File: src/pmic_defs.svh
// constants of the power-unit control and status logic
// What this block does
// charger enable bit, resets to on
// first buck enable bit, resets to on
// second buck enable bit, resets to on
// linregs one, three, four, five enables
// linreg two needs enable and pin
// power pin mask blocks pin over buck two
// deep sleep ready flag, resets to zero
// force deep sleep bit, resets to zero
// five event masks suppress interrupt, reset one
// status read returns one fixed-layout byte
// host reads at full address byte 9D
// open-drain interrupt pulls low on events
// interrupt released after completed read
// supply crossing lockout sets arrived or removed
// charger watchdog timeout sets its flag
// low battery comparator sets its flag
// end of charge sets its flag
// third byte only after group zero
// interrupt is OR of unmasked flags
// returned flags clear after completed read
`ifndef PMIC_DEFS_SVH
`define PMIC_DEFS_SVH

// ***************************
// bus address and groups
// ***************************
`define DEV_ADDR 7'h4E
`define GRP_SELECT 3'h0
`define GRP_MISC 3'h1
`define GRP_VOLT 3'h2
`define SUB_ENABLES 2'h1
`define SUB_MASKS 2'h2
`define GSEL_MAIN 3'h0

// ***************************
// status byte bit positions
// ***************************
`define ST_ARRIVED 7
`define ST_REMOVED 6
`define ST_LOWBAT 4
`define ST_TIMEOUT 3
`define ST_DONE 2
`define ST_DSR 1
`define ST_FDS 0

// ***************************
// reset values
// ***************************
`define RST_RAIL_ON 1'h1
`define RST_PIN_MASK 1'h1
`define RST_EVT_MASK 5'h1F
`define RST_DSR 1'h0
`define RST_FDS 1'h0
`define RST_PINS 7'h03

`endif

File: src/pmic_pkg.sv
// types of the power-unit control and status logic
package pmic_pkg;

  typedef enum logic [2:0] {
    ST_IDLE = 3'b000,
    ST_ADDR = 3'b001,
    ST_WDATA = 3'b010,
    ST_RDATA = 3'b011
  } link_state_t;

endpackage : pmic_pkg

File: src/pin_sync.sv
// three-stage pin synchroniser with agreement filter
`timescale 1ns/1ps
module pin_sync #(
  parameter int W = 1,
  parameter logic [W-1:0] RST = '0
) (
  // clock, reset, enable
  input wire logic i_clk,
  input wire logic i_nrst,
  input wire logic i_ce,
  // pins in, filtered levels out
  input wire logic [W-1:0] i_pin,
  output logic [W-1:0] o_lvl
);

  logic [W-1:0] s1_ff;
  logic [W-1:0] s2_ff;
  logic [W-1:0] s3_ff;

  always_ff @(posedge i_clk)
  begin
    if (!i_nrst)
    begin
      s1_ff <= RST;
      s2_ff <= RST;
      s3_ff <= RST;
      o_lvl <= RST;
    end
    else if (i_ce)
    begin
      s1_ff <= i_pin;
      s2_ff <= s1_ff;
      s3_ff <= s2_ff;
      // change counts once stages two and three agree
      o_lvl <= (s2_ff & s3_ff) | (o_lvl & (s2_ff | s3_ff));
    end
  end

endmodule : pin_sync

File: src/event_latch.sv
// sticky event flag, set wins over clear
`timescale 1ns/1ps
module event_latch (
  // clock, reset, enable
  input wire logic i_clk,
  input wire logic i_nrst,
  input wire logic i_ce,
  // set and clear
  input wire logic i_set,
  input wire logic i_clr,
  output logic o_flag
);

  always_ff @(posedge i_clk)
  begin
    if (!i_nrst)
      o_flag <= 1'b0;
    else if (i_ce)
      o_flag <= i_set | (o_flag & ~i_clr);
  end

endmodule : event_latch

File: src/pmic_ctrl.sv
// power-unit control registers, event flags and two-wire slave
`timescale 1ns/1ps
`include "pmic_defs.svh"
module pmic_ctrl
  import pmic_pkg::*;
(
  // clock, reset, enable
  input wire logic i_clk,
  input wire logic i_nrst,
  input wire logic i_ce,
  // two-wire bus pins
  input wire logic i_scl,
  input wire logic i_sda,
  output logic o_sda_o,
  output logic o_sda_oe,
  // open-drain interrupt pin
  output logic o_int_o,
  output logic o_int_oe,
  // analog monitors and enable pin
  input wire logic i_above_undervoltage_lockout,
  input wire logic i_charge_timeout,
  input wire logic i_low_battery,
  input wire logic i_charge_done,
  input wire logic i_power_enable_pin,
  // rail controls
  output logic o_charger_on,
  output logic o_buck_one_on,
  output logic o_buck_two_on,
  output logic o_linreg_one_on,
  output logic o_linreg_two_on,
  output logic o_linreg_three_on,
  output logic o_linreg_four_on,
  output logic o_linreg_five_on,
  // sleep controls
  output logic o_deep_sleep_ready,
  output logic o_force_deep_sleep
);

  // ***************************
  // pin synchronisers
  // ***************************
  logic [6:0] raw_pins, syn_pins;
  logic scl_s, sda_s, undervoltage_lockout_s, timeout_s, lowbat_s, done_s, power_enable_pin;

  assign raw_pins = {i_power_enable_pin, i_charge_done, i_low_battery,
                     i_charge_timeout, i_above_undervoltage_lockout, i_sda, i_scl};

  pin_sync #(
    .W(7),
    .RST(`RST_PINS)
  ) u_sync (
    .i_clk(i_clk),
    .i_nrst(i_nrst),
    .i_ce(i_ce),
    .i_pin(raw_pins),
    .o_lvl(syn_pins)
  );

  assign scl_s = syn_pins[0];
  assign sda_s = syn_pins[1];
  assign undervoltage_lockout_s = syn_pins[2];
  assign timeout_s = syn_pins[3];
  assign lowbat_s = syn_pins[4];
  assign done_s = syn_pins[5];
  assign power_enable_pin = syn_pins[6];

  // ***************************
  // edge detection
  // ***************************
  logic scl_q_ff, sda_q_ff, scl_rise, scl_fall, bus_start, bus_stop;
  logic [3:0] mon_q_ff;

  always_ff @(posedge i_clk)
  begin
    if (!i_nrst)
    begin
      scl_q_ff <= 1'b1;
      sda_q_ff <= 1'b1;
      mon_q_ff <= 4'h0;
    end
    else if (i_ce)
    begin
      scl_q_ff <= scl_s;
      sda_q_ff <= sda_s;
      mon_q_ff <= {done_s, lowbat_s, timeout_s, undervoltage_lockout_s};
    end
  end

  assign scl_rise = scl_s & ~scl_q_ff;
  assign scl_fall = ~scl_s & scl_q_ff;
  assign bus_start = scl_s & scl_q_ff & sda_q_ff & ~sda_s;
  assign bus_stop = scl_s & scl_q_ff & ~sda_q_ff & sda_s;

  // ***************************
  // control registers
  // ***************************
  logic charger_on_ff, en_b1_ff, en_b2_ff, en_l1_ff, en_l2_ff, en_l3_ff, en_l4_ff, en_l5_ff;
  logic pin_mask_ff, dsr_ff, fds_ff, third_ok_ff;
  logic [4:0] mask_ff;
  logic [2:0] gsel_ff;

  // ***************************
  // link state
  // ***************************
  link_state_t state_ff;
  logic [3:0] cnt_ff;
  logic [7:0] shift_ff, rd_shift_ff, status;
  logic [4:0] snap_ff, evt;
  logic rw_ff, idx_ff, wr_stb, rd_done, ld_rd;

  // status byte layout
  assign status = {evt[4], evt[3], 1'b0, evt[2], evt[1], evt[0], dsr_ff, fds_ff};

  assign wr_stb = i_ce & scl_fall & (state_ff == ST_WDATA) & (cnt_ff == 4'h7);
  assign ld_rd = i_ce & scl_fall & (state_ff == ST_ADDR) & (cnt_ff == 4'h8) & rw_ff;
  assign rd_done = i_ce & scl_rise & (state_ff == ST_RDATA) & (cnt_ff == 4'h8);

  always_ff @(posedge i_clk)
  begin
    if (!i_nrst)
    begin
      state_ff <= ST_IDLE;
      cnt_ff <= 4'h0;
      shift_ff <= 8'h00;
      rd_shift_ff <= 8'h00;
      snap_ff <= 5'h00;
      rw_ff <= 1'b0;
      idx_ff <= 1'b0;
      o_sda_oe <= 1'b0;
    end
    else if (i_ce)
    begin
      if (bus_start)
      begin
        state_ff <= ST_ADDR;
        // first fall after start comes before the first bit
        cnt_ff <= 4'hF;
        o_sda_oe <= 1'b0;
      end
      else if (bus_stop)
      begin
        state_ff <= ST_IDLE;
        o_sda_oe <= 1'b0;
      end
      else if (scl_rise)
      begin
        if (cnt_ff < 4'h8)
          shift_ff <= {shift_ff[6:0], sda_s};
      end
      else if (scl_fall)
      begin
        unique case (state_ff)
          ST_IDLE: o_sda_oe <= 1'b0;
          ST_ADDR:
          begin
            if (cnt_ff == 4'h7)
            begin
              // answer only our own address
              if (shift_ff[7:1] == `DEV_ADDR)
              begin
                o_sda_oe <= 1'b1;
                rw_ff <= shift_ff[0];
                cnt_ff <= 4'h8;
              end
              else
                state_ff <= ST_IDLE;
            end
            else if (cnt_ff == 4'h8)
            begin
              cnt_ff <= 4'h0;
              idx_ff <= 1'b0;
              if (rw_ff)
              begin
                state_ff <= ST_RDATA;
                rd_shift_ff <= {status[6:0], 1'b0};
                snap_ff <= evt;
                o_sda_oe <= ~status[7];
              end
              else
              begin
                state_ff <= ST_WDATA;
                o_sda_oe <= 1'b0;
              end
            end
            else
              cnt_ff <= cnt_ff + 4'h1;
          end
          ST_WDATA:
          begin
            if (cnt_ff == 4'h7)
            begin
              o_sda_oe <= 1'b1;
              cnt_ff <= 4'h8;
            end
            else if (cnt_ff == 4'h8)
            begin
              o_sda_oe <= 1'b0;
              cnt_ff <= 4'h0;
              idx_ff <= 1'b1;
            end
            else
              cnt_ff <= cnt_ff + 4'h1;
          end
          ST_RDATA:
          begin
            // one byte only, then let go of the line
            if (cnt_ff < 4'h7)
            begin
              o_sda_oe <= ~rd_shift_ff[7];
              rd_shift_ff <= {rd_shift_ff[6:0], 1'b0};
              cnt_ff <= cnt_ff + 4'h1;
            end
            else if (cnt_ff == 4'h7)
            begin
              o_sda_oe <= 1'b0;
              cnt_ff <= 4'h8;
            end
            else
            begin
              o_sda_oe <= 1'b0;
              state_ff <= ST_IDLE;
            end
          end
        endcase
      end
    end
  end

  assign o_sda_o = 1'b0;

  // ***************************
  // register writes
  // ***************************
  always_ff @(posedge i_clk)
  begin
    if (!i_nrst)
    begin
      charger_on_ff <= `RST_RAIL_ON;
      en_b1_ff <= `RST_RAIL_ON;
      en_b2_ff <= `RST_RAIL_ON;
      en_l1_ff <= `RST_RAIL_ON;
      en_l2_ff <= `RST_RAIL_ON;
      en_l3_ff <= `RST_RAIL_ON;
      en_l4_ff <= `RST_RAIL_ON;
      en_l5_ff <= `RST_RAIL_ON;
      pin_mask_ff <= `RST_PIN_MASK;
      dsr_ff <= `RST_DSR;
      fds_ff <= `RST_FDS;
      mask_ff <= `RST_EVT_MASK;
      gsel_ff <= `GSEL_MAIN;
      third_ok_ff <= 1'b0;
    end
    else if (wr_stb)
    begin
      if (!idx_ff)
      begin
        third_ok_ff <= (shift_ff[7:5] == `GRP_SELECT);
        case (shift_ff[7:5])
          `GRP_SELECT: gsel_ff <= shift_ff[2:0];
          `GRP_MISC:
          begin
            en_l5_ff <= shift_ff[4];
            en_l4_ff <= shift_ff[3];
            dsr_ff <= shift_ff[2];
            fds_ff <= shift_ff[1];
          end
          `GRP_VOLT: charger_on_ff <= shift_ff[0];
          default: third_ok_ff <= 1'b0;
        endcase
      end
      else if (third_ok_ff && gsel_ff == `GSEL_MAIN)
      begin
        third_ok_ff <= 1'b0;
        if (shift_ff[7:6] == `SUB_ENABLES)
        begin
          en_l3_ff <= shift_ff[5];
          en_l2_ff <= shift_ff[4];
          en_l1_ff <= shift_ff[3];
          en_b1_ff <= shift_ff[2];
          en_b2_ff <= shift_ff[1];
          pin_mask_ff <= shift_ff[0];
        end
        else if (shift_ff[7:6] == `SUB_MASKS)
          mask_ff <= {shift_ff[5:4], shift_ff[2:0]};
      end
    end
  end

  // ***************************
  // event flags
  // ***************************
  logic [4:0] evt_set;

  assign evt_set[4] = i_ce & undervoltage_lockout_s & ~mon_q_ff[0];
  assign evt_set[3] = i_ce & ~undervoltage_lockout_s & mon_q_ff[0];
  assign evt_set[2] = i_ce & lowbat_s & ~mon_q_ff[2];
  assign evt_set[1] = i_ce & timeout_s & ~mon_q_ff[1];
  assign evt_set[0] = i_ce & done_s & ~mon_q_ff[3];

  genvar gi;
  generate
    for (gi = 0; gi < 5; gi++)
    begin : g_evt
      event_latch u_flag (
        .i_clk(i_clk),
        .i_nrst(i_nrst),
        .i_ce(i_ce),
        .i_set(evt_set[gi]),
        .i_clr(rd_done & snap_ff[gi]),
        .o_flag(evt[gi])
      );
    end
  endgenerate

  // ***************************
  // outputs
  // ***************************
  always_ff @(posedge i_clk)
  begin
    if (!i_nrst)
    begin
      o_int_oe <= 1'b0;
      o_charger_on <= 1'b0;
      o_buck_one_on <= 1'b0;
      o_buck_two_on <= 1'b0;
      o_linreg_one_on <= 1'b0;
      o_linreg_two_on <= 1'b0;
      o_linreg_three_on <= 1'b0;
      o_linreg_four_on <= 1'b0;
      o_linreg_five_on <= 1'b0;
      o_deep_sleep_ready <= 1'b0;
      o_force_deep_sleep <= 1'b0;
    end
    else if (i_ce)
    begin
      // sleep bits never reach the interrupt
      o_int_oe <= |(evt & ~mask_ff);
      o_charger_on <= charger_on_ff;
      o_buck_one_on <= en_b1_ff;
      o_buck_two_on <= en_b2_ff & (pin_mask_ff | power_enable_pin);
      o_linreg_one_on <= en_l1_ff;
      o_linreg_two_on <= en_l2_ff & power_enable_pin;
      o_linreg_three_on <= en_l3_ff;
      o_linreg_four_on <= en_l4_ff;
      o_linreg_five_on <= en_l5_ff;
      o_deep_sleep_ready <= dsr_ff;
      o_force_deep_sleep <= fds_ff;
    end
  end

  assign o_int_o = 1'b0;

  // ***************************
  // assertions
  // ***************************
  AST_RESET_DEFAULTS: assert property (@(posedge i_clk)
    !i_nrst |=> (charger_on_ff && en_b1_ff && en_b2_ff && en_l1_ff && en_l3_ff
      && en_l4_ff && en_l5_ff && pin_mask_ff && !dsr_ff && !fds_ff
      && mask_ff == 5'h1F))
    else $error("control defaults wrong after reset");

  AST_LINREG_TWO_PIN: assert property (@(posedge i_clk) disable iff (!i_nrst)
    o_linreg_two_on |-> $past(en_l2_ff) && $past(power_enable_pin))
    else $error("linreg two on without enable and pin");

  AST_PIN_MASKED: assert property (@(posedge i_clk) disable iff (!i_nrst)
    ($past(i_nrst) && $past(i_ce) && $past(pin_mask_ff)) |-> o_buck_two_on == $past(en_b2_ff))
    else $error("masked pin affected buck two");

  AST_FORCE_SLEEP: assert property (@(posedge i_clk) disable iff (!i_nrst)
    (wr_stb && !idx_ff && shift_ff[7:5] == 3'h1 && shift_ff[1]) |=> ##1 o_force_deep_sleep)
    else $error("force deep sleep write not applied");

  AST_READ_BYTE: assert property (@(posedge i_clk) disable iff (!i_nrst)
    ld_rd |=> (rd_shift_ff == {$past(status[6:0]), 1'b0}) && o_sda_oe == !$past(status[7]))
    else $error("status byte not loaded");

  AST_INT_UNMASKED: assert property (@(posedge i_clk) disable iff (!i_nrst)
    (i_ce && evt[2] && !mask_ff[2]) |=> o_int_oe)
    else $error("unmasked low battery did not pull interrupt");

  AST_INT_RELEASE: assert property (@(posedge i_clk) disable iff (!i_nrst)
    $fell(o_int_oe) |-> $past(rd_done || wr_stb, 2) || $past(rd_done || wr_stb))
    else $error("interrupt released without read or mask write");

  AST_UNDERVOLTAGE_LOCKOUT_RISE: assert property (@(posedge i_clk) disable iff (!i_nrst)
    evt_set[4] |=> evt[4] && !evt_set[3])
    else $error("supply arrival not latched");

  AST_TIMEOUT_SET: assert property (@(posedge i_clk) disable iff (!i_nrst)
    evt_set[1] |=> evt[1])
    else $error("timeout event lost");

  AST_DONE_CLEAR: assert property (@(posedge i_clk) disable iff (!i_nrst)
    (rd_done && snap_ff[0] && !evt_set[0]) |=> !evt[0])
    else $error("returned charge done flag not cleared");

  AST_THIRD_GUARD: assert property (@(posedge i_clk) disable iff (!i_nrst)
    (wr_stb && idx_ff && !(third_ok_ff && gsel_ff == `GSEL_MAIN))
      |=> $stable(mask_ff) && $stable(en_l1_ff))
    else $error("third byte applied without group select");

endmodule : pmic_ctrl

File: config.mk
export PLATFORM = sky130hd
export DESIGN_NAME = pmic_ctrl
export DESIGN_NICKNAME = d
export VERILOG_FILES = /design/src/pmic_pkg.sv /design/src/pin_sync.sv /design/src/event_latch.sv /design/src/pmic_ctrl.sv
export VERILOG_INCLUDE_DIRS = /design/src /design/src/src
export SDC_FILE = /design/constraint.sdc
export NUM_CORES = 1
export LEC_CHECK = 0
export BUFFER_PORTS_ARGS = -buffer_cell sky130_fd_sc_hd__clkbuf_2
export CAP_MARGIN = 20
export CORE_ASPECT_RATIO = 0.75
export CORE_MARGIN = 2
export CORE_UTILIZATION = 40
export DETAILED_ROUTE_END_ITERATION = 10
export PLACE_DENSITY = 0.55
export SETUP_SLACK_MARGIN = 0.3
export SLEW_MARGIN = 20
export SYNTH_ARGS = -nofsm -noshare
export SYNTH_HDL_FRONTEND = slang
export SYNTH_SLANG_ARGS = --single-unit
File: constraint.sdc
create_clock -name i_clk -period 2.4 [get_ports i_clk]
set_input_delay 0.24 -clock i_clk [delete_from_list [all_inputs] [get_ports i_clk]]
set_output_delay 0.24 -clock i_clk [all_outputs]
set_load 0.005 [all_outputs]
Yosys cells after proc, flatten, opt, wreduce, memory -nomap -nowiden
Cells that the tools add are included.
{ "totals": {"reg_bits": 101, "out_inout_bits": 14, "elab_cells": 216} }
{ "op_classes": {"add_sub_neg": 1, "order_cmp": 2, "n_eq_ne": 28, "muxes": 46, "bitwise": 69, "reduce_logical": 25} }
{ "op_table": {"columns": ["operator", "n"], "rows": [
  ["$mux 4", 10],
  ["$and 1x1->1", 35],
  ["$mux 8", 4],
  ["$mux 3", 9],
  ["$not 1->1", 22],
  ["$reduce_and 10->1", 2],
  ["$mux 1", 18],
  ["$pmux 8 s2", 1],
  ["$reduce_and 8->1", 2],
  ["$and 7x7->7", 2],
  ["$or 7x7->7", 2],
  ["$pmux 4 s3", 1],
  ["$ne 2x1->1 const B", 5],
  ["$ne 5x4->1 const B", 2],
  ["$reduce_and 5->1", 2],
  ["$eq 3x2->1 const B", 3],
  ["$logic_not 3->1", 3],
  ["$reduce_and 3->1", 3],
  ["$reduce_and 9->1", 1],
  ["$ne 2x2->1 const B", 4],
  ["$ne 4x3->1 const B", 2],
  ["$ne 4x4->1 const B", 2],
  ["$reduce_bool 4->1", 2],
  ["$eq 7x7->1 const B", 1],
  ["other kinds (25)", 33]
]} }

Longest topological paths before layout
{ "logic_depth": {"word_depth": 9, "mapped_depth": 8, "mapped_depth_nobuf": 7} }

Hierarchy
Synthesis repeated with hierarchy kept, for this count alone.
{ "hier_totals": {"cells_unflattened": 487, "hier_area_um2": 4541.9} }
{ "by_module_without_submodules": {"columns": ["module", "n_inst", "cells_each", "area_each_um2", "seq_area_each_um2"], "rows": [
  ["pmic_ctrl", 1, 362, 3244.4, 1321.3],
  ["pin_sync", 1, 105, 1103.6, 560.5],
  ["event_latch", 5, 4, 38.8, 20.0]
]} }

Least setup slack after synthesis
Ideal clock, no wire load.
{ "synth_path": {"kind": "register to register", "from": "register cnt_ff[0]", "to": "register en_l2_ff", "setup_ns": 0.129, "arrival_ns": 1.681, "path_slack_ns": 0.589, "path_stages_with_launch": 7, "n_path_buf": 0, "synth_period_minus_slack_ns": 1.811, "cell_sequence": "dfxtp_1 -> ha_1 -> and4b_1 -> nand4_2 -> nor3b_4 -> mux2i_1 -> nand2_1"} }
{ "synth_between": {"elab_chain_len": 3} }
{ "synth_rtl": {"columns": ["element", "line_no", "rtl"], "rows": [
  ["start, declared", "pmic_ctrl.sv:106", "logic [3:0] cnt_ff;"],
  ["start signal, assigned", "pmic_ctrl.sv:186", "cnt_ff <= cnt_ff + 4'h1;"],
  ["start signal, assigned", "pmic_ctrl.sv:202", "cnt_ff <= cnt_ff + 4'h1;"],
  ["start signal, assigned", "pmic_ctrl.sv:211", "cnt_ff <= cnt_ff + 4'h1;"],
  ["$eq 4x3->1", "pmic_ctrl.sv:114", "assign wr_stb = i_ce & scl_fall & (state_ff == ST_WDATA) & (cnt_ff == 4'h7);"],
  ["$and 1x1->1", "pmic_ctrl.sv:114", null],
  ["$reduce_and 4->1 (no source line)", null, null],
  ["end signal, assigned", "pmic_ctrl.sv:242", "en_l2_ff <= `RST_RAIL_ON;"],
  ["end signal, assigned", "pmic_ctrl.sv:277", "en_l2_ff <= shift_ff[4];"],
  ["end, declared", "pmic_ctrl.sv:97", "logic charger_on_ff, en_b1_ff, en_b2_ff, en_l1_ff, en_l2_ff, en_l3_ff, en_l4_ff, en_l5_ff;"]
]} }
Every way passes these cells.
A chain may end at the register's enable or synchronous reset.

Worst setup path in the final report
{ "layout_path": {"from": "register state_ff[1]", "to": "register cnt_ff[2]"} }
{ "layout_between": {"elab_chain_len": 6} }
{ "layout_rtl": {"columns": ["element", "line_no", "rtl"], "rows": [
  ["start, declared", "pmic_ctrl.sv:105", "link_state_t state_ff;"],
  ["start signal, assigned", "pmic_ctrl.sv:122", "state_ff <= ST_IDLE;"],
  ["start signal, assigned", "pmic_ctrl.sv:135", "state_ff <= ST_ADDR;"],
  ["start signal, assigned", "pmic_ctrl.sv:142", "state_ff <= ST_IDLE;"],
  ["$eq 3x2->1 / $eq 3x1->1 (equally long branches)", "pmic_ctrl.sv:152", "unique case (state_ff)"],
  ["$pmux 4 s3", "pmic_ctrl.sv:152", null],
  ["$mux 4", "pmic_ctrl.sv:150", "else if (scl_fall)"],
  ["$mux 4", "pmic_ctrl.sv:145", "else if (scl_rise)"],
  ["$mux 4", "pmic_ctrl.sv:140", "else if (bus_stop)"],
  ["$mux 4", "pmic_ctrl.sv:133", "if (bus_start)"]
]} }
Parallel ways exist; a longest one is shown, timed or not. The select of a mux whose other input is x is not followed.

==> reports/results.tsv <==
metric	value	unit
critical path launch point type	flop	
most frequent cells in the layout	dfxtp_1, nand2_1, mux2i_1	
total track usage	15.5	%
Pwr per Cell Area	672	nW/um2
Vias/cell	5.09	
cell taking the most area after synthesis	dfxtp_1	
DRT iter0 DRCs	135	
critical path endpoint category	flop	
initial antenna violation count	0	
fin crit share	81.8	%
layout cells sized above 1	15.1	%
Port-buffer cells	21	
clock buffer count from CTS	9	
CORE AREA	10900	um2
clock tree buffer depth	2	
DR WL/cell	14.2	um
worst setup margin	438	ps
reg-to-reg critical path endpoint	cnt_ff[2]$_SDFFE_PN0P_	
Final Power	3.38	mW
Reg-to-Reg Start	state_ff[1]$_SDFFE_PN0P_	
final WL	8860	um
RSZ-0062 raised after global routing	false	
RePlAce Congestion	0.877	
Row Count	33	
First-pass DRT Iterations	4	
fmax	510	MHz
GR met1 Demand/Resource	21.0	%
# nets final	496	
die footprint	12000	um2
status	finished, final reports clean	
first-pass GRT wire length	15000	um
grt met2 use	24.0	%
WS Path Type	reg -> reg	
Least-Margin Pin Slew	716	ps
area grow syn2layout	12.8	%
Worst Hold Class	in -> reg	
chip width	126	um
final hold vios	0	
asr flop ratio synth	0	%
DP HPWL	6090	um
setup_tns	0	ps
CTS Sinks	99	
Skew-Pair Late Insertion Delay	350	ps
r2r setup slk	440	ps
post-route ant nets	0	
endpoints failing setup	0	
max-cap viol count	0	
mapped cell area	4460	um2
worst path arrival time	2200	ps
Max-slew headroom	52.3	%
P_leak	1.97	nW
Period minus WS final	1960	ps
vias in the first global route	3023	
largest net degree at the start of global routing	54	
post-synth top area share	44.4	%
post-synthesis sequential area ratio	44.4	%
clock-pin slew on the worst setup and hold paths	70	ps
Root Buffer	clkbuf_16	
leading cell type in the layout, fill and taps excluded	dfxtp_1	
Clock Skews	10.5	ps
max-slew violation count	0	
DRC	0	
global routing's busiest layer	met2	
routed vias	3179	
Worst Path Required	2640	ps
Initial Utilization	40.9	%
Yosys reg bits	99	
Max Fanout on Critical Path	9	
Syn. warnings	0	
crit path to	cnt_ff[2]$_SDFFE_PN0P_	
CP Launch Point	state_ff[1]$_SDFFE_PN0P_	
dominant synthesized flop cell	dfxtp_1	
post-place setup slack	313	ps
Chip Height	95.5	um
grt ovf	0	
io pins	24	
Unique masters post-synth	55	
Min-Delay Path Depth	3	
number of synthesized flops with an enable pin	0	
Fillers	1073	
met3 GRT Util	4.15	%
synth top area cells	dfxtp_1, mux2i_1, nor2b_1, nand2_1, a21boi_0	
FF-to-FF path depth	7	
# diodes	0	
Avg Inst Size Synth	9.57	um2
Max VDD drop	0.366	mV
CTS H-tree lvls	3	
TritonCTS clock tree	built	
Mapped Cells	466	
-- critical path, stage by stage (launching register included) --
cell and delay, ps:
dfxtp_1 330, inv_1 130, ha_2 300, nand4b_1 210, a21oi_2 280, a2111oi_4 100
a211o_2 350, and3_1 160
-- synthesized netlist by cell type, types with 2 or more instances --
cell      instances
o211ai_1          9
nor2_1            4
nand3b_1          8
nor3b_4           2
a21o_1            5
and3_1            2
a21boi_0         24
nand2_1          63
inv_1            17
o311a_2           2
nor3_1            3
clkbuf_1         15
or3_1             2
buf_1             3
mux2_2            5
buf_4             5
a41oi_1           2
nand4b_1          2
buf_2             6
ha_1              6
a21oi_1           9
o21ai_0          26
mux2i_1          57
nand2b_1          4
nand3_1           8
dfxtp_1          99
nor3b_1           2
a31oi_1           5
and2_1            3
nor2b_1          43
-- state kept, by name, indices dropped and copies added (netlist names), 2 cells and up --
signal / count
u_sync.s3_ff: 7
gsel_ff: 3
u_sync.s2_ff: 7
u_sync.s1_ff: 7
mon_q_ff: 4
mask_ff: 5
shift_ff: 8
u_sync.o_lvl: 7
cnt_ff: 4
snap_ff: 5
rd_shift_ff: 7
state_ff: 2
g_evt.u_flag.o_flag: 5
-- worst min-delay path by stage --
stage | end | from | slack, ps
2_1_floorplan | u_sync.s1_ff[0]$_SDFFE_PN1P_ | i_scl | 370
3_3_place_gp | rd_shift_ff[6]$_SDFFE_PN0P_ | rd_shift_ff[6]$_SDFFE_PN0P_ | 450
3_5_place_dp | mon_q_ff[1]$_SDFFE_PN0P_ | mon_q_ff[1]$_SDFFE_PN0P_ | 450
4_1_cts | u_sync.s1_ff[0]$_SDFFE_PN1P_ | i_scl | 100
5_1_grt | u_sync.s1_ff[1]$_SDFFE_PN1P_ | i_sda | 150
6_report | u_sync.s1_ff[0]$_SDFFE_PN1P_ | i_scl | 110
-- per-layer routing --
metal  share of wire [%]  wire, um  vias up
met1                  53      4670     1483
met4                 1.3       115        0
met2                  43      3770       44
met3                 3.5       311       13
met5                   0         0        -
li1                    -         -     1639
-- area by class of cell --
class	count	area, um2	share of cell area [%]
clock buffers	9	225	4.48
clock inverters	7	97.6	1.94
inverters	17	63.8	1.27
multi-input cells	322	2300	45.6
flip-flops and latches	99	1980	39.4
well taps	140	175	3.48
repair buffers	31	193	3.83
-- power breakdown --
group	total (mW)	internal [mW]	switching (mW)
combinational	0.130	0.0598	0.0705
sequential	1.68	1.67	0.0171
clock	1.57	0.919	0.647
total	3.38	2.65	0.734
-- through the flow --
step	cells	hold slack (ps)	area [um2]	util [%]
2_1_floorplan	467	368	4470	-
3_3_place_gp	608	447	4680	42.9
3_5_place_dp	608	454	4680	42.9
4_1_cts	625	97.1	5020	46.1
5_1_grt	625	148	5030	46.2
6_report	625	112	5030	46.2
-- cell families (layout without fill, tap and decap cells) --
logic type | Yosys count | in the layout | share of synthesized area [%]
other | 1 | 2 | 0.0840
DFF | 99 | 99 | 44.4
buffers and inverters | 46 | 64 | 4.46
AOI/OAI and AO/OA | 93 | 93 | 14.6
muxes | 62 | 62 | 14.0
xor gates and xnor gates | 1 | 1 | 0.196
and+or+nand+nor | 158 | 158 | 20.6
adders and majority gates | 6 | 6 | 1.68
-- timing repair --
| item | in CTS | in global routing |
|---|---|---|
| pin swaps | 1 | 1 |
| resized for setup | 0 | 5 |
| hold buffers | 0 | 0 |
| setup endpoints to repair | 1 | 15 |
| setup buffers | 1 | 0 |
| hold endpoints to repair | 0 | 0 |
No activity file was read; power rests on OpenSTA's default activity.
